===== config.mk =====
export PLATFORM = sky130hd
export DESIGN_NAME = uart_regsel
export DESIGN_NICKNAME = d
export VERILOG_FILES = /design/src/regsel_pkg.sv /design/src/loop_serial.sv /design/src/uart_regsel.sv
export SDC_FILE = /design/constraint.sdc
export NUM_CORES = 1
export LEC_CHECK = 0
export BUFFER_PORTS_ARGS = -buffer_cell sky130_fd_sc_hd__buf_2
export CORE_MARGIN = 8
export CORE_UTILIZATION = 65
export CTS_CLUSTER_DIAMETER = 120
export DETAILED_ROUTE_END_ITERATION = 8
export GPL_ROUTABILITY_DRIVEN = 1
export PLACE_DENSITY = 0.83
export SYNTH_ARGS = -nofsm -noshare
export SYNTH_HDL_FRONTEND = slang
export SYNTH_SLANG_ARGS = --single-unit
export TNS_END_PERCENT = 1

===== constraint.sdc =====
create_clock -name mclk -period 7 [get_ports mclk]
set_clock_uncertainty 0.2 [all_clocks]
set_input_delay 0.7 -clock mclk [delete_from_list [all_inputs] [get_ports mclk]]
set_output_delay 0.7 -clock mclk [all_outputs]
set_load 0.01 [all_outputs]

===== src/regsel_pkg.sv =====
// constants for the uart channel register select and loopback block
package regsel_pkg;
  localparam logic [2:0] ADDR_DATA = 3'h0;
  localparam logic [2:0] ADDR_IEN = 3'h1;
  localparam logic [2:0] ADDR_ISTAT = 3'h2;
  localparam logic [2:0] ADDR_LCTL = 3'h3;
  localparam logic [2:0] ADDR_MCTL = 3'h4;
  localparam logic [2:0] ADDR_LSTAT = 3'h5;
  localparam logic [2:0] ADDR_MSTAT = 3'h6;
  localparam logic [2:0] ADDR_SCRATCH = 3'h7;
  localparam logic [7:0] ENH_KEY = 8'hBF;
  localparam int LCTL_DIV_BIT = 7;
  localparam int MCTL_LOOP_BIT = 4;
  localparam int MCTL_OUT2_BIT = 3;
  localparam int MCTL_OUT1_BIT = 2;
  localparam int MCTL_RTS_BIT = 1;
  localparam int MCTL_DTR_BIT = 0;
  localparam int EFUNC_ENH_BIT = 4;
  localparam int FCTL_SEL_BIT = 6;
  localparam logic [7:0] BYTE_ZERO = 8'h00;
  localparam logic [7:0] LCTL_RESET = 8'h00;
  localparam logic [7:0] LSTAT_RESET = 8'h60;
  localparam logic [7:0] ISTAT_IDLE = 8'h01;
  localparam int LSTAT_READY_BIT = 0;
  localparam int LSTAT_BREAK_BIT = 4;
  localparam int LSTAT_THRE_BIT = 5;
  localparam int LSTAT_TEMT_BIT = 6;
  localparam logic TX_IDLE = 1'b1;
  localparam logic MODEM_OUT_IDLE_N = 1'b1;
  localparam logic [3:0] BIT_FRAME = 4'hA;
endpackage


===== src/loop_serial.sv =====
// minimal 8n1 shifter pair with loopback path selection
`timescale 1ns/1ns
module loop_serial #(
  parameter int DIV_W = 16
) (
  // clock
  input wire logic mclk,
  input wire logic sys_rst,
  input wire logic clk_en,
  // control
  input wire logic loop_en,
  input wire logic [DIV_W-1:0] divisor,
  input wire logic tx_load,
  input wire logic [7:0] tx_byte,
  input wire logic rx_pin_sync,
  // status
  output logic tx_busy,
  output logic tx_line,
  output logic rx_done,
  output logic rx_brk,
  output logic [7:0] rx_byte
);
  // refused at elaboration, not at run time
  if (DIV_W < 2) begin
    $error("DIV_W too small");
  end
  logic [DIV_W-1:0] tcnt_r, rcnt_r;
  logic [3:0] tbit_r, rbit_r;
  logic [8:0] tsh_r, rsh_r;
  logic rx_in;
  // shift output feeds receive input in loopback
  assign rx_in = loop_en ? tsh_r[0] : rx_pin_sync; // [RULE2]
  assign tx_line = tsh_r[0];
  assign tx_busy = tbit_r != 4'h0;
  always_ff @(posedge mclk) begin
    if (sys_rst) begin
      tsh_r <= 9'h1FF;
      tbit_r <= 4'h0;
      tcnt_r <= '0;
    end else if (clk_en) begin
      if (tbit_r == 4'h0) begin
        if (tx_load) begin
          tsh_r <= {tx_byte, 1'b0};
          tbit_r <= regsel_pkg::BIT_FRAME;
          tcnt_r <= divisor;
        end
      end else if (tcnt_r <= 1) begin
        tcnt_r <= divisor;
        tsh_r <= {1'b1, tsh_r[8:1]};
        tbit_r <= tbit_r - 4'h1;
      end else begin
        tcnt_r <= tcnt_r - 1'b1;
      end
    end
  end
  always_ff @(posedge mclk) begin
    if (sys_rst) begin
      rsh_r <= '0;
      rbit_r <= 4'h0;
      rcnt_r <= '0;
      rx_done <= 1'b0;
      rx_brk <= 1'b0;
      rx_byte <= 8'h00;
    end else if (clk_en) begin
      rx_done <= 1'b0;
      rx_brk <= 1'b0;
      if (rbit_r == 4'h0) begin
        if (!rx_in) begin
          // start bit not shifted in: eight data samples, then stop
          rbit_r <= regsel_pkg::BIT_FRAME - 4'h1;
          rcnt_r <= divisor + (divisor >> 1);
        end
      end else if (rcnt_r <= 1) begin
        rcnt_r <= divisor;
        rbit_r <= rbit_r - 4'h1;
        rsh_r <= {rx_in, rsh_r[8:1]};
        if (rbit_r == 4'h1) begin
          rx_byte <= rsh_r[8:1];
          rx_done <= 1'b1;
          rx_brk <= !rx_in && (rsh_r[8:1] == 8'h00);
        end
      end else begin
        rcnt_r <= rcnt_r - 1'b1;
      end
    end
  end
endmodule


===== src/uart_regsel.sv =====
// one uart channel: register select, loopback and modem pin routing
// Notes on behaviour
// (RULE1) modem control bit four selects loopback
// (RULE2) transmit shift output feeds receive shifter
// (RULE3) normal channel functions continue during loopback
// (RULE4) tx, rts, dtr pins held idle
// (RULE5) external modem inputs ignored in loopback
// (RULE6) no hardware flow control in loopback
// (RULE7) host keeps rx high during loopback
// (RULE8) own register set, channel select, address
// (RULE9) addr 0 is rx/tx holding when divisor off
// (RULE10) addr 0/1 divisor bytes when divisor on
// (RULE11) addr 2 alternate or fraction by enhanced bit
// (RULE12) zero divisor reads give revision and id
// (RULE13) addr 1 interrupt enable when divisor off
// (RULE14) addr 2 interrupt status read, fifo control write
// (RULE15) line, modem control and modem status
// (RULE16) addr 5 line status without key
// (RULE17) addr 7 scratch or level/mode select
// (RULE18) key access: trigger, feature, enhanced function
// (RULE19) key access: resume and pause characters
// (RULE20) loopback modem status from modem control bits
`timescale 1ns/1ns
module uart_regsel #(
  parameter logic [7:0] REVISION = 8'h01, // arbitrary value
  parameter logic [7:0] DEVICE_ID = 8'h5A // arbitrary value
) (
  // clock and reset
  input wire logic mclk,
  input wire logic sys_rst,
  input wire logic clk_en,
  // host bus, all sampled synchronously
  input wire logic chan_sel_n,
  input wire logic [2:0] addr,
  input wire logic rd_stb,
  input wire logic wr_stb,
  input wire logic [7:0] wr_data,
  output logic [7:0] rd_data,
  // serial and modem pins, active low modem lines
  input wire logic rx_pin,
  input wire logic cts_in_n,
  input wire logic dsr_in_n,
  input wire logic carrier_detect_in_n,
  input wire logic ring_indicator_in_n,
  output logic tx_pin,
  output logic rts_out_n,
  output logic dtr_out_n,
  output logic op2_out_n,
  output logic loop_active
);
  logic [7:0] lctl_r, ien_r, mctl_r, scr_r, div_lo_r, div_hi_r;
  logic [7:0] alt_r, frac_r, fctl_r, efunc_r, emsel_r, fctrl_r, trig_r;
  logic [7:0] xon1_r, xon2_r, xoff1_r, xoff2_r;
  logic [7:0] rxh_r, lstat_r;
  logic [3:0] mdelta_r, mprev_r;
  logic [4:0] rx_s1_r, rx_s2_r;
  logic [7:0] rd_nxt;
  logic sel, key, div, zero_div, loop, rd_ev, wr_ev;
  logic tx_busy, tx_line, rx_done, rx_brk, tx_load_r;
  logic [7:0] rx_byte, tx_byte_r;
  logic [3:0] mstat_now;

  function automatic logic hit(input logic [2:0] a, input logic [2:0] b);
    hit = (a == b);
  endfunction

  assign sel = !chan_sel_n; // [RULE8]
  assign rd_ev = sel && rd_stb;
  assign wr_ev = sel && wr_stb;
  assign key = lctl_r == regsel_pkg::ENH_KEY;
  assign div = lctl_r[regsel_pkg::LCTL_DIV_BIT] && !key;
  assign zero_div = div_lo_r == regsel_pkg::BYTE_ZERO &&
                    div_hi_r == regsel_pkg::BYTE_ZERO;
  assign loop = mctl_r[regsel_pkg::MCTL_LOOP_BIT]; // [RULE1]

  // pins sampled twice before use
  always_ff @(posedge mclk) begin
    if (sys_rst) begin
      rx_s1_r <= 5'h1F;
      rx_s2_r <= 5'h1F;
    end else if (clk_en) begin
      rx_s1_r <= {ring_indicator_in_n, carrier_detect_in_n, dsr_in_n,
                  cts_in_n, rx_pin};
      rx_s2_r <= rx_s1_r;
    end
  end

  // status bits: cts, dsr, ri, cd (active high)
  always_comb begin
    if (loop) begin
      mstat_now = {mctl_r[regsel_pkg::MCTL_OUT2_BIT], // [RULE20]
                   mctl_r[regsel_pkg::MCTL_OUT1_BIT],
                   mctl_r[regsel_pkg::MCTL_DTR_BIT],
                   mctl_r[regsel_pkg::MCTL_RTS_BIT]}; // [RULE5]
    end else begin
      mstat_now = ~{rx_s2_r[3], rx_s2_r[4], rx_s2_r[2], rx_s2_r[1]};
    end
  end

  loop_serial #(.DIV_W(16)) u_ser (
    .mclk(mclk),
    .sys_rst(sys_rst),
    .clk_en(clk_en),
    .loop_en(loop), // [RULE3]
    .divisor({div_hi_r, div_lo_r}),
    .tx_load(tx_load_r),
    .tx_byte(tx_byte_r),
    .rx_pin_sync(rx_s2_r[0]), // [RULE7]
    .tx_busy(tx_busy),
    .tx_line(tx_line),
    .rx_done(rx_done),
    .rx_brk(rx_brk),
    .rx_byte(rx_byte)
  );

  // register writes
  always_ff @(posedge mclk) begin
    if (sys_rst) begin
      lctl_r <= regsel_pkg::LCTL_RESET;
      {ien_r, mctl_r, scr_r, div_lo_r, div_hi_r} <= '0;
      {alt_r, frac_r, fctl_r, efunc_r, emsel_r, fctrl_r, trig_r} <= '0;
      {xon1_r, xon2_r, xoff1_r, xoff2_r} <= '0;
      tx_load_r <= 1'b0;
      tx_byte_r <= 8'h00;
    end else if (clk_en) begin
      tx_load_r <= 1'b0;
      if (wr_ev) begin
        if (hit(addr, regsel_pkg::ADDR_LCTL)) lctl_r <= wr_data; // [RULE15]
        else if (key) begin
          unique case (addr) // [RULE18] [RULE19]
            regsel_pkg::ADDR_DATA: trig_r <= wr_data;
            regsel_pkg::ADDR_IEN: fctl_r <= wr_data;
            regsel_pkg::ADDR_ISTAT: efunc_r <= wr_data;
            regsel_pkg::ADDR_MCTL: xon1_r <= wr_data;
            regsel_pkg::ADDR_LSTAT: xon2_r <= wr_data;
            regsel_pkg::ADDR_MSTAT: xoff1_r <= wr_data;
            default: xoff2_r <= wr_data;
          endcase
        end else begin
          unique case (addr)
            regsel_pkg::ADDR_DATA: begin
              if (div) div_lo_r <= wr_data; // [RULE10]
              else if (!tx_busy) begin
                tx_byte_r <= wr_data; // [RULE9]
                tx_load_r <= 1'b1;
              end
            end
            regsel_pkg::ADDR_IEN: begin
              if (div) div_hi_r <= wr_data; // [RULE10]
              else ien_r <= wr_data; // [RULE13]
            end
            regsel_pkg::ADDR_ISTAT: begin
              if (!div) fctrl_r <= wr_data; // [RULE14]
              else if (efunc_r[regsel_pkg::EFUNC_ENH_BIT])
                frac_r <= wr_data; // [RULE11]
              else alt_r <= wr_data; // [RULE11]
            end
            regsel_pkg::ADDR_MCTL: mctl_r <= wr_data; // [RULE15]
            regsel_pkg::ADDR_SCRATCH: begin
              if (fctl_r[regsel_pkg::FCTL_SEL_BIT]) emsel_r <= wr_data;
              else scr_r <= wr_data; // [RULE17]
            end
            default: ;
          endcase
        end
      end
    end
  end

  // receive holding, line status, modem deltas
  always_ff @(posedge mclk) begin
    if (sys_rst) begin
      rxh_r <= 8'h00;
      lstat_r <= regsel_pkg::LSTAT_RESET;
      mdelta_r <= 4'h0;
      mprev_r <= 4'h0;
    end else if (clk_en) begin
      mprev_r <= mstat_now;
      lstat_r[regsel_pkg::LSTAT_THRE_BIT] <= !tx_busy && !tx_load_r;
      lstat_r[regsel_pkg::LSTAT_TEMT_BIT] <= !tx_busy && !tx_load_r;
      if (rd_ev && !key && !lctl_r[regsel_pkg::LCTL_DIV_BIT] &&
          hit(addr, regsel_pkg::ADDR_DATA))
        lstat_r[regsel_pkg::LSTAT_READY_BIT] <= 1'b0;
      if (rd_ev && !key && hit(addr, regsel_pkg::ADDR_LSTAT))
        lstat_r[regsel_pkg::LSTAT_BREAK_BIT] <= 1'b0;
      if (rd_ev && hit(addr, regsel_pkg::ADDR_MSTAT) && !key)
        mdelta_r <= mprev_r ^ mstat_now;
      else
        mdelta_r <= mdelta_r | (mprev_r ^ mstat_now);
      if (rx_done) begin
        rxh_r <= rx_byte;
        lstat_r[regsel_pkg::LSTAT_READY_BIT] <= 1'b1;
        if (rx_brk) lstat_r[regsel_pkg::LSTAT_BREAK_BIT] <= 1'b1;
      end
    end
  end

  // read mux
  always_comb begin
    rd_nxt = 8'h00;
    if (hit(addr, regsel_pkg::ADDR_LCTL)) rd_nxt = lctl_r;
    else if (key) begin
      unique case (addr)
        regsel_pkg::ADDR_DATA: rd_nxt = {7'h00, lstat_r[0]};
        regsel_pkg::ADDR_IEN: rd_nxt = fctl_r;
        regsel_pkg::ADDR_ISTAT: rd_nxt = efunc_r;
        regsel_pkg::ADDR_MCTL: rd_nxt = xon1_r;
        regsel_pkg::ADDR_LSTAT: rd_nxt = xon2_r;
        regsel_pkg::ADDR_MSTAT: rd_nxt = xoff1_r;
        default: rd_nxt = xoff2_r;
      endcase
    end else begin
      unique case (addr)
        regsel_pkg::ADDR_DATA:
          rd_nxt = !div ? rxh_r : zero_div ? REVISION : div_lo_r; // [RULE12]
        regsel_pkg::ADDR_IEN:
          rd_nxt = !div ? ien_r : zero_div ? DEVICE_ID : div_hi_r;
        regsel_pkg::ADDR_ISTAT:
          rd_nxt = !div ? regsel_pkg::ISTAT_IDLE :
                   efunc_r[regsel_pkg::EFUNC_ENH_BIT] ? frac_r : alt_r;
        regsel_pkg::ADDR_MCTL: rd_nxt = mctl_r;
        regsel_pkg::ADDR_LSTAT: rd_nxt = lstat_r; // [RULE16]
        regsel_pkg::ADDR_MSTAT: rd_nxt = {mprev_r, mdelta_r};
        default:
          rd_nxt = fctl_r[regsel_pkg::FCTL_SEL_BIT] ?
                   {7'h00, lstat_r[0]} : scr_r; // [RULE17]
      endcase
    end
  end

  // registered outputs
  always_ff @(posedge mclk) begin
    if (sys_rst) begin
      rd_data <= 8'h00;
      tx_pin <= regsel_pkg::TX_IDLE;
      rts_out_n <= regsel_pkg::MODEM_OUT_IDLE_N;
      dtr_out_n <= regsel_pkg::MODEM_OUT_IDLE_N;
      op2_out_n <= regsel_pkg::MODEM_OUT_IDLE_N;
      loop_active <= 1'b0;
    end else if (clk_en) begin
      if (rd_ev) rd_data <= rd_nxt;
      loop_active <= loop;
      tx_pin <= loop ? regsel_pkg::TX_IDLE : tx_line; // [RULE4]
      rts_out_n <= loop ? regsel_pkg::MODEM_OUT_IDLE_N :
                   !mctl_r[regsel_pkg::MCTL_RTS_BIT]; // [RULE4] [RULE6]
      dtr_out_n <= loop ? regsel_pkg::MODEM_OUT_IDLE_N :
                   !mctl_r[regsel_pkg::MCTL_DTR_BIT];
      op2_out_n <= loop ? regsel_pkg::MODEM_OUT_IDLE_N :
                   !mctl_r[regsel_pkg::MCTL_OUT2_BIT];
    end
  end
endmodule

==> flow_metrics.env, run 1 <==
export IMPL_status="finished, final reports clean"
export IMPL_synth_cells=1438
export IMPL_die_x_um=150.3
export IMPL_drt_vias_per_instance=6.540
export IMPL_portBuffers=34
export IMPL_setup_violations_final=0
export IMPL_grt_pass1_wl_mm=52.40
export IMPL_crit_arrival_ps=3940
export IMPL_fin_area_mm2=0.01276
export IMPL_synth_edf_count=0
export IMPL_rows=49
export IMPL_path_clk_slew_ps=60
export IMPL_seqCellArea_mm2=0.004604
export IMPL_yosys_warnings=0
export IMPL_min_period_ps=3678
export IMPL_clock_latency_ps=540
export IMPL_htreeDepth=1
export IMPL_gp_congestion=0.9565
export IMPL_worstHoldStart="ring_indicator_in_n"
export IMPL_pin_count=35
export IMPL_dp_hpwl_mm=21.38
export IMPL_power_density_mw_per_mm2=340.4
export IMPL_yosys_cell_types_count=76
export IMPL_worstMarginPinSlew_ps=1398
export IMPL_r2r_start="div_hi_r[0]"
export IMPL_peakVddDrop_uv=411.1
export IMPL_synth_avg_cell_area_um2=8.157
export IMPL_postPlaceCellArea_mm2=0.01189
export IMPL_min_path_type="in2reg"
export IMPL_start_kind="primary input"
export IMPL_wl_per_cell_um=19.77
export IMPL_core_mm2=0.01784
export IMPL_cp_max_fo=53
export IMPL_syn_num_nets=1489
export IMPL_max_clock_path_buffers=3
export IMPL_async_flop_share=0
export IMPL_start_util=0.6575
export IMPL_fin_util=0.7155
export IMPL_critPathLaunch="clk_en"
export IMPL_ys_ff_latch=230
export IMPL_ant_nets=0
export IMPL_track_usage=0.2838
export IMPL_grt_pass1_vias=10037
export IMPL_area_delta_synth_final_pct=8.821
export IMPL_multiInputGateArea_mm2=0.006616
export IMPL_vias=10863
export IMPL_reg2reg_slack_ps=3530
export IMPL_hold_viol=0
export IMPL_synth_seq_area_share=0.3925
export IMPL_place_ws_ps=3014
export IMPL_dr_pass1_iters=6
export IMPL_slew_violations=0
export IMPL_post_cts_buffers=0
export IMPL_worstSetupPathType="in2reg"
export IMPL_syn_area_mm2=0.01173
export IMPL_layout_common_cells="dfxtp_1 (230), nor2_1 (182), nand2_1 (172), a21oi_1 (143), mux2i_1 (109)"
export IMPL_fin_setup_tns_ps=0
export IMPL_worst_slack_ps=3322
export IMPL_totalPowerFinal_mw=4.345
export IMPL_numCtsBuffers=26
export IMPL_crit_path_end_kind="register"
export IMPL_layout_commonest_cell="dfxtp_1"
export IMPL_worstPathRequired_ps=7260
export IMPL_min_period_over_period=0.5255
export IMPL_cts_sinks=230
export IMPL_cts_root_buf="clkbuf_16"
export IMPL_cts_hold_buf=0
export IMPL_die_area_mm2=0.02260
export IMPL_grt_max_degree=87
export IMPL_rsz0062_at_grt="no"
export IMPL_antenna_cells=0
export IMPL_slew_headroom=0.05957
export IMPL_die_h_um=150.3
export IMPL_drc=0
export IMPL_dr_first_iter_drc_count=1174
export IMPL_reg_top3="u_ser.rcnt_r: 16 flops, u_ser.tcnt_r: 16 flops, u_ser.tsh_r: 9 flops"
export IMPL_routed_wl_mm=32.84
export IMPL_antenna_found_initial=0
export IMPL_maxCapViolations=0
export IMPL_cts_resized=0
export IMPL_max_freq_mhz=271.9
export IMPL_synthFlopType="dfxtp_1"
export IMPL_nets=1463
export IMPL_final_layout_size_suffix_gt1_frac=0.08450
export IMPL_p_leak_nw=4.655
export IMPL_cts_tree="yes"
export IMPL_grt_ovfl_total=0
export IMPL_fill_cells=1390
[final cells by class]
type | instances | area share
Clock inverter | 17 | 0.01480
Clock buffer | 31 | 0.05401
Multi-Input combinational cell | 1075 | 0.5183
Sequential cell | 230 | 0.3607
Timing Repair Buffer | 43 | 0.01911
Tap cell | 229 | 0.02245
Inverter | 36 | 0.01059
[power breakdown]
part	switching [mW]	internal [mW]	total, mW
registers	0.115	1.42	1.53
logic	0.928	0.503	1.43
clock network	0.564	0.819	1.38
[worst max-delay path: stages]
cell and delay (ps):
buf_2 80, buf_4 470, nand3b_1 490, or2_2 510
nor4_1 1160, nand2_1 240, a21oi_1 230
[stage by stage]
step	std cells	hold slack, ps
6_report	1661	166.2
5_1_grt	1661	158.7
4_1_cts	1661	156.7
3_5_place_dp	1613	240.6
3_3_place_gp	1613	234.0
2_1_floorplan	1438	226.9
[final timing paths]
check | end | cells past startpoint
max | tx_byte_r[7] | 7
min | rx_s1_r[4] | 2
max reg2reg | u_ser.rcnt_r[13] | 8
min reg2reg | rxh_r[2] | 2
[Yosys cell counts, drive strengths merged (6+ instances only)]
cell / n / area [µm²]
nor3: 38 / 205.2
nor2b: 18 / 112.6
xnor2: 13 / 113.9
nor4: 25 / 190.2
a311oi: 11 / 96.34
or3: 6 / 37.54
a221oi: 11 / 96.34
a21oi: 143 / 715.7
mux2: 9 / 101.4
and3: 6 / 37.54
o21ai: 62 / 310.3
o31ai: 6 / 45.04
o32ai: 7 / 61.31
nand2b: 7 / 43.79
buf: 18 / 82.58
nand3: 44 / 220.2
o41ai: 6 / 78.83
inv: 36 / 135.1
nor2: 183 / 689.4
nand2: 173 / 651.9
or2: 7 / 43.79
o211ai: 15 / 112.6
mux2i: 109 / 1091
or4: 7 / 56.30
a21o: 8 / 60.06
o21a: 7 / 52.55
ha: 28 / 350.3
nand4: 8 / 50.05
a211o: 20 / 175.2
nand3b: 9 / 67.56
o21bai: 6 / 45.04
clkbuf: 79 / 296.5
dfxtp: 230 / 4604
nor3b: 7 / 52.55
a31oi: 6 / 37.54
a22oi: 10 / 75.07
a211oi: 11 / 82.58
[layer usage]
metal	vias to the layer above	GRT usage	wire, µm
li1	5099	-	-
met1	5131	0.3811	14030
met2	527	0.4439	14910
met3	106	0.04479	2690
met4	0	0.1239	1206
met5	-	0	0
[cells by family after synthesis]
family | after synthesis | synth area share
flops | 230 | 0.3925
simple gates | 550 | 0.2179
compound gates | 362 | 0.2005
xor+xnor | 16 | 0.01195
fa+ha+maj | 29 | 0.03157
mux | 118 | 0.1017
buf+inv | 133 | 0.04384
(Power assumes the default switching activity.)
==> inputs of run 2 (changes only) <==
Settings changed: ABC_AREA set to 1, CORE_UTILIZATION 65 to 63, PLACE_DENSITY 0.83 to 0.81.
Clock period 7 ns to 3.8 ns, I/O delays scaled along.
==> flow_metrics.env, run 2 <==
export IMPL_gp_congestion=0.9882
export IMPL_yosys_warnings=0
export IMPL_vias=11165
export IMPL_yosys_area_share_adder=0.03154
export IMPL_antenna_cells=0
export IMPL_pin_count=35
export IMPL_drc=0
export IMPL_synth_xor_area_frac=0.01641
export IMPL_die_area_mm2=0.02326
export IMPL_fin_setup_tns_ps=0
export IMPL_crit_chain="inv_1 > ha_1 > inv_1 > nor3_4 > nand2_1 > nand2_1 > buf_4 > inv_2 > nand2_4 > inv_2 > nand2_1 > o221ai_1"
export IMPL_synth_cells=1646
export IMPL_layout_commonest_cell="nand2_1"
export IMPL_track_usage=0.2787
export IMPL_syn_area_mm2=0.01174
export IMPL_fin_util=0.6885
export IMPL_place_ws_ps=1009
export IMPL_slew_headroom=0.4933
export IMPL_cp_slowest_stage_delay_ps=440
export IMPL_start_util=0.6341
export IMPL_critical_path_slowest_cell="nor3_4"
export IMPL_rsz0062_at_grt="no"
export IMPL_synth_compound_area_frac=0.2467
export IMPL_numCtsBuffers=25
export IMPL_min_path_type="in2reg"
export IMPL_core_mm2=0.01852
export IMPL_drt_vias_per_instance=5.911
export IMPL_cp_max_fo=28
export IMPL_die_x_um=152.5
export IMPL_antenna_found_initial=0
export IMPL_grt_pass1_wl_mm=53.54
export IMPL_grt_ovfl_total=0
export IMPL_path_clk_slew_ps=60
export IMPL_path_delay_family="simple AND/OR/NAND/NOR gates"
export IMPL_cts_tree="yes"
export IMPL_yosysTopAreaCell="dfxtp_1"
export IMPL_cts_resized=0
export IMPL_hold_viol=0
export IMPL_multiInputGateArea_mm2=0.005869
export IMPL_seqCellArea_mm2=0.004604
export IMPL_reg2reg_slack_ps=1000
export IMPL_ant_nets=0
export IMPL_worstSetupPathType="reg2reg"
export IMPL_cts_hold_buf=5
export IMPL_reg_top3="u_ser.rcnt_r: 16 flops, u_ser.tcnt_r: 16 flops, u_ser.tsh_r: 9 flops"
export IMPL_yosys_top_cells_count="nand2_1 (270), a21oi_1 (230), dfxtp_1 (230)"
export IMPL_synthSimpleGateAreaFrac=0.2052
export IMPL_worstMarginPinSlew_ps=756.0
export IMPL_layout_common_cells="nand2_1 (270), a21oi_1 (230), dfxtp_1 (230), o21ai_0 (227), inv_1 (194)"
export IMPL_synth_seq_area_share=0.3922
export IMPL_setup_violations_final=0
export IMPL_synth_top_family_by_area="compound AO/OA/AOI/OAI gates"
export IMPL_die_h_um=152.5
export IMPL_maxCapViolations=0
export IMPL_crit_arrival_ps=2950
export IMPL_critPathBufInv=5
export IMPL_totalPowerFinal_mw=8.015
export IMPL_slew_violations=0
export IMPL_fin_cells=1889
export IMPL_final_layout_size_suffix_gt1_frac=0.09003
export IMPL_grt_pass1_vias=10292
export IMPL_wl_per_cell_um=17.80
export IMPL_max_freq_mhz=356.9
export IMPL_routed_wl_mm=33.62
export IMPL_yosysMostFrequentCell="nand2_1"
export IMPL_async_flop_share=0
export IMPL_cts_root_buf="clkbuf_16"
export IMPL_synth_edf_count=0
export IMPL_nets=1689
export IMPL_rows=50
export IMPL_crit_path_end_kind="register"
export IMPL_min_period_ps=2802
export IMPL_synth_avg_cell_area_um2=7.133
export IMPL_synthMuxAreaShare=0
export IMPL_max_clock_path_buffers=3
export IMPL_clock_latency_ps=550
export IMPL_post_cts_buffers=0
export IMPL_yosys_cell_types_count=58
export IMPL_ys_ff_latch=230
export IMPL_peakVddDrop_uv=464.4
export IMPL_dp_hpwl_mm=23.16
export IMPL_grt_max_degree=61
export IMPL_status="finished, final reports clean"
export IMPL_p_leak_nw=5.271
export IMPL_dr_first_iter_drc_count=1212
export IMPL_worst_slack_ps=998.0
export IMPL_ys_top_cells_by_area="dfxtp_1 (39%), a21oi_1 (9.8%), o21ai_0 (9.7%), nand2_1 (8.6%), inv_1 (6.2%)"
export IMPL_cts_sinks=230
export IMPL_min_period_over_period=0.7374
export IMPL_synth_top_area_share=0.3922
export IMPL_area_delta_synth_final_pct=8.589
export IMPL_synthFlopType="dfxtp_1"
export IMPL_start_kind="register"
export IMPL_crit_path_frequent_cell="nand2_1"
export IMPL_fill_cells=1624
export IMPL_syn_num_nets=1697
export IMPL_portBuffers=34
export IMPL_htreeDepth=1
export IMPL_dp_cells=1840
export IMPL_power_density_mw_per_mm2=628.7
export IMPL_worstPathRequired_ps=3950
export IMPL_dr_pass1_iters=6
==> run 2: changes by cell type in the layout (fill, tap and decap cells not counted), sizes merged, moves of 15 or more <==
cell / previous run / this run
nor4: 25 / 5
nor2b: 18 / 0
o21ai: 62 / 240
nand4: 8 / 29
a211o: 20 / 0
nand2: 173 / 284
mux2i: 109 / 0
nand3: 44 / 67
inv: 36 / 215
nor2: 183 / 110
a21oi: 143 / 231
nor3: 38 / 23
==> run 2: worst reg2reg max path, cell delays in order (launching register included) <==
cell	delay, ps
dfxtp_1	290
inv_1	90
ha_1	180
inv_1	80
nor3_4	440
nand2_1	100
nand2_1	80
buf_4	240
inv_2	140
nand2_4	270
inv_2	180
nand2_1	150
o221ai_1	190
==> run 2: per-stage QoR <==
stage	cell area, µm²	hold slack (ps)
after floorplan	11740	220.5
after global placement	11860	231.7
after detailed placement	11860	237.5
after CTS	12750	70.82
after global routing	12750	115.3
final	12750	81.02
==> run 2: logic make-up (layout without fill, tap and decap cells) <==
group / after synthesis / count (layout)
and+or+nand+nor: 526 / 526
xor gates and xnor gates: 22 / 22
AOI/OAI and AO/OA: 540 / 540
DFF: 230 / 230
adders and majority gates: 29 / 29
buffers and inverters: 299 / 308
==> run 2: final cells by class <==
cell class / count / share of cell area
Tap cell: 234 / 0.02296
Clock buffer: 36 / 0.05545
Inverter: 216 / 0.06497
Clock inverter: 8 / 0.01060
Sequential cell: 230 / 0.3611
Multi-Input combinational cell: 1117 / 0.4604
Timing Repair Buffer: 48 / 0.02453
==> run 2: path summary, 6_finish.rpt <==
| path | from | end | cells after the start |
|---|---|---|---|
| worst min-delay path | clk_en | rx_s1_r[0] | 3 |
| worst max register to register | u_ser.tbit_r[0] | u_ser.tsh_r[0] | 12 |
| worst max-delay path | u_ser.tbit_r[0] | u_ser.tsh_r[0] | 12 |
| worst min register to register | scr_r[5] | scr_r[5] | 2 |
==> run 2: report_power, final <==
part           switching, mW  internal [mW]  leakage, nW
logic                   1.80          0.867         3.00
clock network           1.02           1.50        0.405
registers              0.185           2.64         1.86
total                   3.01           5.01         5.27
==> run 2: routing by layer <==
metal	up-vias	track usage	routed length [µm]
met5	-	0	0
met4	0	0.1268	1437
met3	98	0.04481	2757
met2	480	0.4458	15140
met1	5096	0.3643	14290
li1	5491	-	-
